==> src/common/cpr_register_port_map.svh <==
/*
 * Constants of the CPU register port: reset values, open-drain enable and level encodings,
 * the interrupt cause address and synchroniser width and reset value.
 * Assumes inclusion by bare name from the package and the design.
 */
`ifndef CPR_REGISTER_PORT_MAP_SVH
`define CPR_REGISTER_PORT_MAP_SVH

// Register address whose read acknowledges a MAC's interrupt events
`define CPR_IRQ_CAUSE_ADDR 10'h000
// Reset value of captured address, port and data
`define CPR_ADDR_RST       10'h000
`define CPR_PORT_RST       3'h0
`define CPR_DATA_RST       8'h00
// Reset value of pending interrupt flags
`define CPR_IRQ_RST        8'h00
// Open-drain enables: high means released
`define CPR_OE_OFF         1'b1
`define CPR_OE_ALL_OFF     8'hff
// Level driven on every open-drain pin while enabled
`define CPR_OD_LOW         8'h00
// Width of the synchronised pin bundle
`define CPR_SYNC_W         32
// Synchroniser reset: idle pin levels, strobes high and interrupt pins pulled up
`define CPR_SYNC_RST       32'he00000ff

`endif

==> src/common/cpr_pkg.sv <==
/*
 * Types of the CPU register port: bus modes and access states.
 * Assumes the map header sits on the include path.
 */
package cpr_pkg;
    `include "cpr_register_port_map.svh"

    // Packet bus modes selected at board level
    typedef enum logic [1:0] {
        CPR_MODE_FULL,
        CPR_MODE_NARROW,
        CPR_MODE_SPLIT
    } cpr_mode_t;

    // Host access sequencer states
    typedef enum logic [2:0] {
        CPR_IDLE,
        CPR_RD_REQ,
        CPR_RD_WAIT,
        CPR_RD_DRV,
        CPR_RD_RDY,
        CPR_WR_CAP,
        CPR_WR_CMT,
        CPR_WR_RDY
    } cpr_state_t;
endpackage

==> src/hw/cpr_register_port.sv <==
/*
 * Strobe-driven 8-bit host register port for eight MAC ports, with the
 * per-MAC open-drain interrupt pins and their split-mode reuse.
 * Assumes the host keeps strobes, address and write data steady as the
 * pins demand, and that MAC register logic answers reg_rd with
 * reg_rvalid one or more cycles later on the same clock.
 */
`timescale 1ns/100ps
`include "cpr_register_port_map.svh"

module cpr_register_port
    import cpr_pkg::*;
#(
    parameter int NUM_MACS = 8,
    parameter int ADDR_W   = 10,
    parameter int DATA_W   = 8
) (
    input  wire logic              mclk,
    input  wire logic              reset,
    input  wire cpr_mode_t         bus_mode,
    input  wire logic              cs_n,
    input  wire logic              rd_n,
    input  wire logic              wr_n,
    input  wire logic [2:0]        cps,
    input  wire logic [9:0]        cadd,
    input  wire logic [7:0]        cdat_in,
    output logic      [7:0]        cdat_out,
    output logic                   cdat_oe_n,
    output logic                   rdy_n_out,
    output logic                   rdy_n_oe_n,
    input  wire logic [7:0]        irq_pin_in,
    output logic      [7:0]        irq_pin_out,
    output logic      [7:0]        irq_pin_oe_n,
    output logic      [2:0]        reg_port,
    output logic      [9:0]        reg_addr,
    output logic      [7:0]        reg_wdata,
    output logic                   reg_rd,
    output logic                   reg_wr,
    input  wire logic [7:0]        reg_rdata,
    input  wire logic              reg_rvalid,
    input  wire logic [7:0]        mac_event,
    output logic      [2:0]        tx_port_sel,
    output logic                   tx_first,
    output logic                   tx_last
);

    // Widths are fixed by the pin-out
    if (NUM_MACS != 8 || ADDR_W != 10 || DATA_W != 8) begin : g_chk
        $error("cpr_register_port serves 8 MACs, 10-bit address, 8-bit data only");
    end

    logic [`CPR_SYNC_W-1:0] sync1;
    logic [`CPR_SYNC_W-1:0] sync2;
    cpr_state_t             state;
    cpr_state_t             next_state;
    logic [7:0]             pending;
    logic [7:0]             next_pending;
    logic                   cs_act;
    logic                   rd_act;
    logic                   wr_act;
    logic [2:0]             s_cps;
    logic [9:0]             s_cadd;
    logic [7:0]             s_cdat;
    logic [7:0]             s_irq;
    logic                   is_split;
    logic                   cause_read;

    // Two-stage synchroniser for every pin input
    // Reset to idle pin levels, else the strobes look asserted and a false access follows
    always_ff @(posedge mclk) begin
        if (reset) begin
            sync1 <= `CPR_SYNC_RST;
            sync2 <= `CPR_SYNC_RST;
        end else begin
            sync1 <= {cs_n, rd_n, wr_n, cps, cadd, cdat_in, irq_pin_in};
            sync2 <= sync1;
        end
    end

    // Active-low pins decoded to active-high levels
    assign cs_act = ~sync2[31];
    assign rd_act = ~sync2[30];
    assign wr_act = ~sync2[29];
    assign s_cps  = sync2[28:26];
    assign s_cadd = sync2[25:16];
    assign s_cdat = sync2[15:8];
    assign s_irq  = sync2[7:0];
    // Codes outside the enum fall back to full-bus behaviour
    assign is_split = (bus_mode == CPR_MODE_SPLIT);

    // Access sequencer next state
    always_comb begin
        next_state = state;
        unique case (state)
            CPR_IDLE: begin
                if (cs_act && rd_act) begin
                    next_state = CPR_RD_REQ;
                end else if (cs_act && wr_act) begin
                    next_state = CPR_WR_CAP;
                end
            end
            CPR_RD_REQ: begin
                next_state = CPR_RD_WAIT;
            end
            CPR_RD_WAIT: begin
                if (reg_rvalid) begin
                    next_state = CPR_RD_DRV;
                end
            end
            CPR_RD_DRV: begin
                next_state = rd_act ? CPR_RD_RDY : CPR_IDLE;
            end
            CPR_RD_RDY: begin
                if (!rd_act) begin
                    next_state = CPR_IDLE;
                end
            end
            CPR_WR_CAP: begin
                next_state = CPR_WR_CMT;
            end
            CPR_WR_CMT: begin
                next_state = wr_act ? CPR_WR_RDY : CPR_IDLE;
            end
            CPR_WR_RDY: begin
                if (!wr_act) begin
                    next_state = CPR_IDLE;
                end
            end
        endcase
    end

    // Sequencer state register
    always_ff @(posedge mclk) begin
        if (reset) begin
            state <= CPR_IDLE;
        end else begin
            state <= next_state;
        end
    end

    // Address and port latched at strobe assertion
    always_ff @(posedge mclk) begin
        if (reset) begin
            reg_addr <= `CPR_ADDR_RST;
            reg_port <= `CPR_PORT_RST;
        end else if (state == CPR_IDLE && cs_act && (rd_act || wr_act)) begin
            reg_addr <= s_cadd;
            reg_port <= s_cps;
        end
    end

    // Write data taken one cycle after the strobe, once settled
    always_ff @(posedge mclk) begin
        if (reset) begin
            reg_wdata <= `CPR_DATA_RST;
        end else if (state == CPR_WR_CAP) begin
            reg_wdata <= s_cdat;
        end
    end

    // Request pulses toward the selected MAC
    assign reg_rd = (state == CPR_RD_REQ);
    assign reg_wr = (state == CPR_WR_CMT);

    // Read data register and bus drive
    always_ff @(posedge mclk) begin
        if (reset) begin
            cdat_out  <= `CPR_DATA_RST;
            cdat_oe_n <= `CPR_OE_OFF;
        end else begin
            if (state == CPR_RD_WAIT && reg_rvalid) begin
                cdat_out <= reg_rdata;
            end
            cdat_oe_n <= !(next_state == CPR_RD_DRV || next_state == CPR_RD_RDY);
        end
    end

    // Ready follows stable read data or captured write data
    always_ff @(posedge mclk) begin
        if (reset) begin
            rdy_n_oe_n <= `CPR_OE_OFF;
        end else begin
            rdy_n_oe_n <= !(next_state == CPR_RD_RDY || next_state == CPR_WR_RDY);
        end
    end
    assign rdy_n_out = 1'b0;

    // Read of the cause register acknowledges that MAC
    assign cause_read = (state == CPR_RD_WAIT) && reg_rvalid && (reg_addr == `CPR_IRQ_CAUSE_ADDR);

    // Pending flags: a new event beats the acknowledge
    always_comb begin
        next_pending = pending;
        if (cause_read) begin
            next_pending[reg_port] = 1'b0;
        end
        next_pending = next_pending | mac_event;
    end

    always_ff @(posedge mclk) begin
        if (reset) begin
            pending <= `CPR_IRQ_RST;
        end else begin
            pending <= next_pending;
        end
    end

    // Interrupt pin enables per bus mode
    always_ff @(posedge mclk) begin
        if (reset) begin
            irq_pin_oe_n <= `CPR_OE_ALL_OFF;
        end else if (is_split) begin
            irq_pin_oe_n[7:1] <= 7'h7f;
            irq_pin_oe_n[0]   <= ~(|pending);
        end else begin
            irq_pin_oe_n <= ~pending;
        end
    end
    assign irq_pin_out = `CPR_OD_LOW;

    // Split-mode transmit controls taken from the reused pins
    always_ff @(posedge mclk) begin
        if (reset) begin
            tx_port_sel <= 3'h0;
            tx_first    <= 1'b0;
            tx_last     <= 1'b0;
        end else if (is_split) begin
            tx_port_sel <= s_irq[6:4];
            tx_first    <= s_irq[2];
            tx_last     <= s_irq[1];
        end else begin
            tx_port_sel <= 3'h0;
            tx_first    <= 1'b0;
            tx_last     <= 1'b0;
        end
    end

    // Checks on the sequencer, ready, data drive and interrupt pins
    a_cs_gate: assert property (@(posedge mclk) disable iff (reset)
        state == CPR_IDLE && !cs_act |=> state == CPR_IDLE)
        else $error("access started without chip select");

    a_rd_capture: assert property (@(posedge mclk) disable iff (reset)
        state == CPR_IDLE && cs_act && rd_act |=> reg_rd && reg_addr == $past(s_cadd)
            && reg_port == $past(s_cps))
        else $error("read address not captured");

    a_wr_capture: assert property (@(posedge mclk) disable iff (reset)
        state == CPR_IDLE && cs_act && !rd_act && wr_act |=> ##1 reg_wr
            && reg_addr == $past(s_cadd, 2) && reg_wdata == $past(s_cdat))
        else $error("write capture misordered");

    a_rd_ready: assert property (@(posedge mclk) disable iff (reset)
        $fell(rdy_n_oe_n) && state == CPR_RD_RDY |-> !cdat_oe_n && $past(!cdat_oe_n))
        else $error("ready before read data stable");

    a_wr_ready: assert property (@(posedge mclk) disable iff (reset)
        $fell(rdy_n_oe_n) && state == CPR_WR_RDY |-> $past(reg_wr) && cdat_oe_n)
        else $error("write ready before capture");

    a_data_only_read: assert property (@(posedge mclk) disable iff (reset)
        !cdat_oe_n |-> state == CPR_RD_DRV || state == CPR_RD_RDY)
        else $error("data bus driven outside read");

    a_release: assert property (@(posedge mclk) disable iff (reset)
        (state == CPR_RD_RDY && !rd_act) || (state == CPR_WR_RDY && !wr_act)
            |=> rdy_n_oe_n && cdat_oe_n && state == CPR_IDLE)
        else $error("ready or data not released");

    a_irq_set: assert property (@(posedge mclk) disable iff (reset)
        |mac_event |=> (pending & $past(mac_event)) == $past(mac_event))
        else $error("interrupt event lost");

    a_irq_pins: assert property (@(posedge mclk) disable iff (reset)
        !is_split |=> irq_pin_oe_n == ~$past(pending))
        else $error("interrupt pin does not follow its MAC");

    a_split_any: assert property (@(posedge mclk) disable iff (reset)
        is_split |=> irq_pin_oe_n[0] == !(|$past(pending)) && irq_pin_oe_n[7:1] == 7'h7f)
        else $error("split interrupt pins wrong");

    a_reset_idle: assert property (@(posedge mclk)
        reset |=> state == CPR_IDLE && pending == 8'h00 && rdy_n_oe_n)
        else $error("reset did not clear state");

    c_read: cover property (@(posedge mclk) disable iff (reset)
        state == CPR_RD_RDY ##1 state == CPR_IDLE);
    c_write: cover property (@(posedge mclk) disable iff (reset)
        state == CPR_WR_RDY ##1 state == CPR_IDLE);
    c_ack_race: cover property (@(posedge mclk) disable iff (reset)
        cause_read && mac_event[reg_port]);
    c_split_any: cover property (@(posedge mclk) disable iff (reset)
        is_split && !irq_pin_oe_n[0]);

endmodule

==> config.mk <==
export PLATFORM = sky130hd
export DESIGN_NAME = cpr_register_port
export DESIGN_NICKNAME = d
export VERILOG_FILES = /design/src/common/cpr_pkg.sv /design/src/hw/cpr_register_port.sv
export VERILOG_INCLUDE_DIRS = /design/src /design/src/common
export SDC_FILE = /design/constraint.sdc
export NUM_CORES = 1
export LEC_CHECK = 0
export ABC_AREA = 1
export BUFFER_PORTS_ARGS = -buffer_cell sky130_fd_sc_hd__buf_2
export CAP_MARGIN = 25
export CORE_MARGIN = 1
export CORE_UTILIZATION = 45
export DETAILED_ROUTE_END_ITERATION = 10
export GPL_ROUTABILITY_DRIVEN = 0
export PLACE_DENSITY = 0.71
export SYNTH_ARGS = -nofsm -noshare
export SYNTH_HDL_FRONTEND = slang
export SYNTH_SLANG_ARGS = --single-unit
==> constraint.sdc <==
create_clock -name mclk -period 3.2 [get_ports mclk]
set_input_delay 0.32 -clock mclk [delete_from_list [all_inputs] [get_ports mclk]]
set_output_delay 0.32 -clock mclk [all_outputs]
set_load 0.005 [all_outputs]
==> flow_summary.ini, run 1 <==
[clock_network]
cts_resized = 0
path_clk_slew_ns = 0.05
cts_tree = yes
htree_levels = 4
cts_sinks = 113
cts_setup_buffers = 0
clk_latency_ns = 0.49
clock_path_buffers = 2
cts_inserted_buffers = 17
root_buffer = clkbuf_8

[final_layout]
stdcell_area_um2 = 4840
drive_above_1_share_pct = 25.7
layout.cells.non_filler = 671
nets = 610
diodes = 0
area_growth_pct = 28.6

[floorplan]
die_x_um = 93.4
fp-row-count = 32
start_util_pct = 47.7
die_area_um2 = 8730
io_pins = 108
die_h_um = 93.4
core-area_um2 = 7890

[critical_path]
cpMaxStageDelayCell = dfxtp_1
r2r-end = reg_addr[2]
crit_required_ns = 2.88
critPathArrivalTime_ns = 1.40
endpoint_kind = output port
path_max_fanout = 6
slowest_delay_ns = 0.43
crit_path_cell_trace = inv_2 -> nor3_1 -> buf_2
worst-r2r-cell-count = 7
cp-start-kind = register
crit_type = reg -> out
rr_startpoint = state[2]
rrSetupSlack_ns = 1.68

[logic_synthesis]
ys_top_cells_by_count = dfxtp_1 (113), nor2_1 (112), inv_1 (73), nand2_1 (33), o21ai_0 (31)
yosysSeqAreaShare_pct = 60.1
synthTopCellsByArea = dfxtp_1 (60%), nor2_1 (11%), inv_1 (7.3%)
async_flop_share_pct = 0
synth_top_area_cell = dfxtp_1
ys_warn_count = 0
synth.most_common_cell = dfxtp_1
synth_cells = 453
synth_ff_type = dfxtp_1
postSynthAreaPerCell_um2 = 8.30
synth_top_cell_area_share_pct = 60.1
synth_area_um2 = 3760
ys_types = 21
synth-seq-cells = 113
synth_edf_count = 0

[routing]
routedWlPerCell_um = 10.4
drt-total-wl_um = 6990
drc = 0
drt.antenna.violating_nets = 0
avgViaCountPerCell = 4.45
dr.pass1.iters = 6
vias = 2985
drt-initial-drc-count = 89

[timing]
slew_violations = 0
tightestPinTransition_ns = 0.872
rsz0062_at_grt = false
finalHoldViolCount = 0
finalSetupTns_ns = 0
layout_setup_ws_ns = 1.48
clock_skew_ns = 0.00740
setup_violations = 0
fin_crit_ns = 1.72
slew_headroom_pct = 41.8
max_freq_mhz = 581
period_share_pct = 53.8

[global_route]
grt_pass1_vias = 2656
grt_start_max_net_pins = 44
grt_use_total_pct = 16.9
antenna_found_initial = 0
grt_pass1_wl_um = 11200
grt-ovfl-total = 0

[power_and_ir_drop]
leakage_nw = 2.50
pwr_density_cell_nw_per_um2 = 683
max-vdd-ir-drop_uv = 499
p_total_mw = 3.30

[place]
pre_cts_ws_ns = 1.12
placed_cells = 636
dpl_cell_area_um2 = 4260
dp_hpwl_um = 4620
port_buffers = 95

[run_status]
outcome = finished clean

[min_path]
worstHoldEndpoint = sync1[2]
hp-start = irq_pin_in[2]
min_path_cells = 2
hp-class = in -> reg

[job]
maxCapViolations = 0
critical path, delay by kind of cell (launching register included):
kind | cells | cell delay, ns
flops | 1 | 0.43
buf+inv | 2 | 0.27
simple gates | 1 | 0.20
kinds of logic after synthesis:
kind of cell	count (synthesis)	synth area share (%)
AOI/OAI and AO/OA	49	6.62
buffers and inverters	98	11.3
DFF	113	60.1
other	1	0.0997
and+or+nand+nor	192	21.8
flip-flops by register name (all words and copies together), names as in the netlist, 3 cells and up:
name / count
cdat_out: 8
irq_pin_oe_n: 8
pending: 8
reg_addr: 10
reg_port: 3
reg_wdata: 8
state: 3
sync1: 29
sync2: 29
tx_port_sel: 3
cells in the final DEF, fill, tap and decap left out, types with 9 or more instances in the layout:
master       n
nand3_1     16
or2_2       16
nand2_1     33
nor2_1     112
buf_2       95
nor3_1      10
o21ai_0     31
a21oi_1     15
inv_1       73
dfxtp_1    113
conb_1       9
clkbuf_16   16
how the worst max path moves through the flow:
| stage | cells after the start | from | end | slack (ns) |
|---|---|---|---|---|
| after floorplan | 7 | state[2] | pending[5] | 2.01 |
| after global placement | 4 | reset | tx_last | 1.17 |
| after detailed placement | 4 | reset | tx_port_sel[0] | 1.12 |
| after CTS | 3 | state[2] | reg_wr | 1.47 |
| after global routing | 3 | state[2] | reg_wr | 1.41 |
| final | 3 | state[2] | reg_wr | 1.48 |
metrics by stage:
| step | hold WS (ns) | util, % |
|---|---|---|
| global route | 0.000621 | 61.3 |
| CTS | 0.00620 | 61.3 |
| global placement | 0.389 | 54.0 |
| finish | 0.0203 | 61.3 |
| detailed placement | 0.392 | 54.0 |
| floorplan | 0.379 | - |
power by group:
part           total, mW  leakage, nW  internal [mW]  switching, mW
sequential          1.49        0.929           1.47         0.0209
clock               1.66        0.272           1.10          0.564
combinational      0.155         1.30         0.0686         0.0864
area by class of cell:
class,count,area [um2]
fillers,702,3050
well taps,102,128
inverters,75,282
flip-flops and latches,113,2260
clock inverters,6,55.1
clock buffers,25,484
repair buffers,100,523
multi-input cells,250,1100
metal layers:
metal	global-route usage, %	up-vias	wire (um)
met1	18.1	1311	2950
met4	7.69	0	61
li1	-	1563	-
met3	7.56	9	521
met5	0	-	0
met2	28.7	102	3450
timing repair:
| item | CTS | global route |
|---|---|---|
| endpoints found under the setup margin | 0 | 0 |
| hold endpoints to repair | 4 | 0 |
| hold buffers | 4 | 0 |
Power figures use the tool's default switching activity.
==> inputs of run 2 (changes only) <==
- ABC_AREA: 1 -> 0
- clock period: 3.2 -> 1.68 ns (I/O delays scaled with it)
==> run 2 against run 1 <==
Effect of this change:
- via count decreased by 2.2%
- routed wire length increased by 9.8%
- final area increased by 9.7%
- first-iteration DRC count rose by 91%
- critical path depth unchanged
- global-route usage rose by 2.3 points
- count of clock-buffer cells in the layout decreased by 7
- synthesized cell count down 20%
- sequential share of layout area is 4.1 points lower
- register-to-register slack got worse by 1.5 ns
- sequential power rose by 89%
- critical path type unchanged
- largest power group unchanged
- final cell count shrank 7.2%
==> flow_summary.ini, run 2 <==
[run_status]
outcome = finished clean

[min_path]
worstHoldEndpoint = state[0]
hp-class = in -> reg
hp-start = reg_rvalid
min_path_cells = 4

[logic_synthesis]
synth_ff_type = dfxtp_1
synth.most_common_cell = dfxtp_1
synth-seq-cells = 113
yosysSeqAreaShare_pct = 62.0
synth_cells = 363
ys_types = 32
postSynthAreaPerCell_um2 = 10.1
synth_edf_count = 0
async_flop_share_pct = 0
synth_top_cell_area_share_pct = 62.0
synth_top_area_cell = dfxtp_1
ys_warn_count = 0
synthTopCellsByArea = dfxtp_1 (62%), nor2b_1 (7.7%), nand2_1 (4.3%)
ys_top_cells_by_count = dfxtp_1 (113), nor2b_1 (45), nand2_1 (42), a21oi_1 (27), nor2_1 (24)
synth_area_um2 = 3650

[timing]
rsz0062_at_grt = false
fin_crit_ns = 1.55
tightestPinTransition_ns = 0.505
max_freq_mhz = 647
finalHoldViolCount = 0
slew_violations = 0
finalSetupTns_ns = 0
period_share_pct = 92.1
slew_headroom_pct = 66.3
clock_skew_ns = 0.00595
setup_violations = 0

[routing]
drc = 0
drt-initial-drc-count = 170
dr.pass1.iters = 5
avgViaCountPerCell = 4.68
routedWlPerCell_um = 12.3
drt.antenna.violating_nets = 0
vias = 2918
drt-total-wl_um = 7670

[clock_network]
cts_tree = yes
cts_sinks = 113
cts_inserted_buffers = 17
clk_latency_ns = 0.50
htree_levels = 4
path_clk_slew_ns = 0.05
root_buffer = clkbuf_8
clock_path_buffers = 2

[global_route]
grt_pass1_vias = 2752
grt_pass1_wl_um = 12400
grt-ovfl-total = 0
antenna_found_initial = 0
grt_use_total_pct = 19.2
grt_start_max_net_pins = 53

[place]
dpl_cell_area_um2 = 4200
dp_hpwl_um = 4560
port_buffers = 95

[critical_path]
cpMaxStageDelayCell = dfxtp_1
r2r-end = reg_addr[8]
crit_required_ns = 1.51
slowest_delay_ns = 0.55
rr_startpoint = state[2]
critPathArrivalTime_ns = 1.38
worst-r2r-cell-count = 4
cp-start-kind = register
rrSetupSlack_ns = 0.16
crit_type = reg -> out
cp-startpoint = state[2]
endpoint_kind = output port
crit_path_cell_trace = nand2_1 -> nor2_1 -> buf_2
path_max_fanout = 11

[floorplan]
die_h_um = 92.1
core-area_um2 = 7770
die_area_um2 = 8480
fp-row-count = 32
io_pins = 108
start_util_pct = 47.0
die_x_um = 92.1

[final_layout]
drive_above_1_share_pct = 30.1
final_cell_mix = dfxtp_1 (111), buf_2 (94), nor2b_1 (45), dlygate4sd3_1 (45), nand2_1 (42)
nets = 561
area_growth_pct = 45.2
stdcell_area_um2 = 5300
top_regs = sync1 (29), sync2 (29), reg_addr (10)
final_common_cell = dfxtp_1
diodes = 0
fin_util_pct = 68.3

[job]
maxCapViolations = 0

[power_and_ir_drop]
max-vdd-ir-drop_uv = 893
leakage_nw = 2.32
pwr_density_cell_nw_per_um2 = 1310
run 2: changes by cell type after synthesis, sizes merged, moves of 7 or more:
| cell | previous run | this run |
|---|---|---|
| mux2i | 0 | 8 |
| nor2b | 0 | 45 |
| inv | 75 | 0 |
| nor2 | 114 | 24 |
| o21ai | 32 | 1 |
| a21oi | 15 | 27 |
| nand2 | 35 | 42 |
run 2: critical path: cells and delay by family, from the launching register on:
kind	cells	cell delay, ns
simple gates	2	0.22
buf+inv	1	0.12
flops	1	0.55
run 2: where the power goes:
| group | switching [mW] | leakage [nW] | total [mW] | internal [mW] |
|---|---|---|---|---|
| logic | 0.138 | 1.10 | 0.331 | 0.193 |
| registers | 0.0360 | 0.930 | 2.82 | 2.78 |
| clock network | 1.20 | 0.299 | 3.79 | 2.59 |
| total | 1.37 | 2.32 | 6.93 | 5.56 |
run 2: repair_timing:
| action | 4_1_cts | 5_1_grt |
|---|---|---|
| gates resized for setup | 0 | 4 |
| hold endpoints to repair | 45 | 0 |
| buffers inserted | 0 | 0 |
| hold buffers | 45 | 0 |
| endpoints found under the setup margin | 0 | 5 |
run 2: logic make-up after synthesis:
group	after synthesis	share of synthesized area, %
AOI/OAI and AO/OA	43	7.13
buffers and inverters	29	4.22
DFF	113	62.0
muxes	8	2.19
other	1	0.103
and+or+nand+nor	169	24.4
run 2: how the worst max path moves through the flow:
stage,end,slack [ns],cells after the start
after global routing,reg_wr,0.006,3
after floorplan,pending[4],0.34,6
after CTS,reg_rd,0.005,3
after detailed placement,pending[6],0.12,4
final,reg_wr,0.13,3
after global placement,pending[6],0.18,4
run 2: through the flow:
step / hold WS (ns) / setup WS [ns] / power (mW) / cells
2_1_floorplan: 0.272 / 0.336 / 3.01 / 371
3_3_place_gp: 0.350 / 0.184 / 3.10 / 546
3_5_place_dp: 0.352 / 0.123 / 3.11 / 546
4_1_cts: 0.102 / 0.00493 / 7.00 / 623
5_1_grt: 0.141 / 0.00562 / 7.17 / 623
6_report: 0.129 / 0.133 / 6.93 / 623
run 2: routing by layer:
metal	GRT usage [%]	part of all wire (%)	vias to the layer above
met2	31.4	51	78
met3	7.46	4.5	16
met4	10.4	2.0	0
li1	-	-	1468
met5	0	0	-
met1	21.5	43	1356
run 2: area by class of cell:
class,count,area (um2)
tap,102,128
fill,610,2460
sequential,113,2260
timing repair buffer,147,993
clock buffer,18,428
clock inverter,14,211
multi-input combinational,229,1280
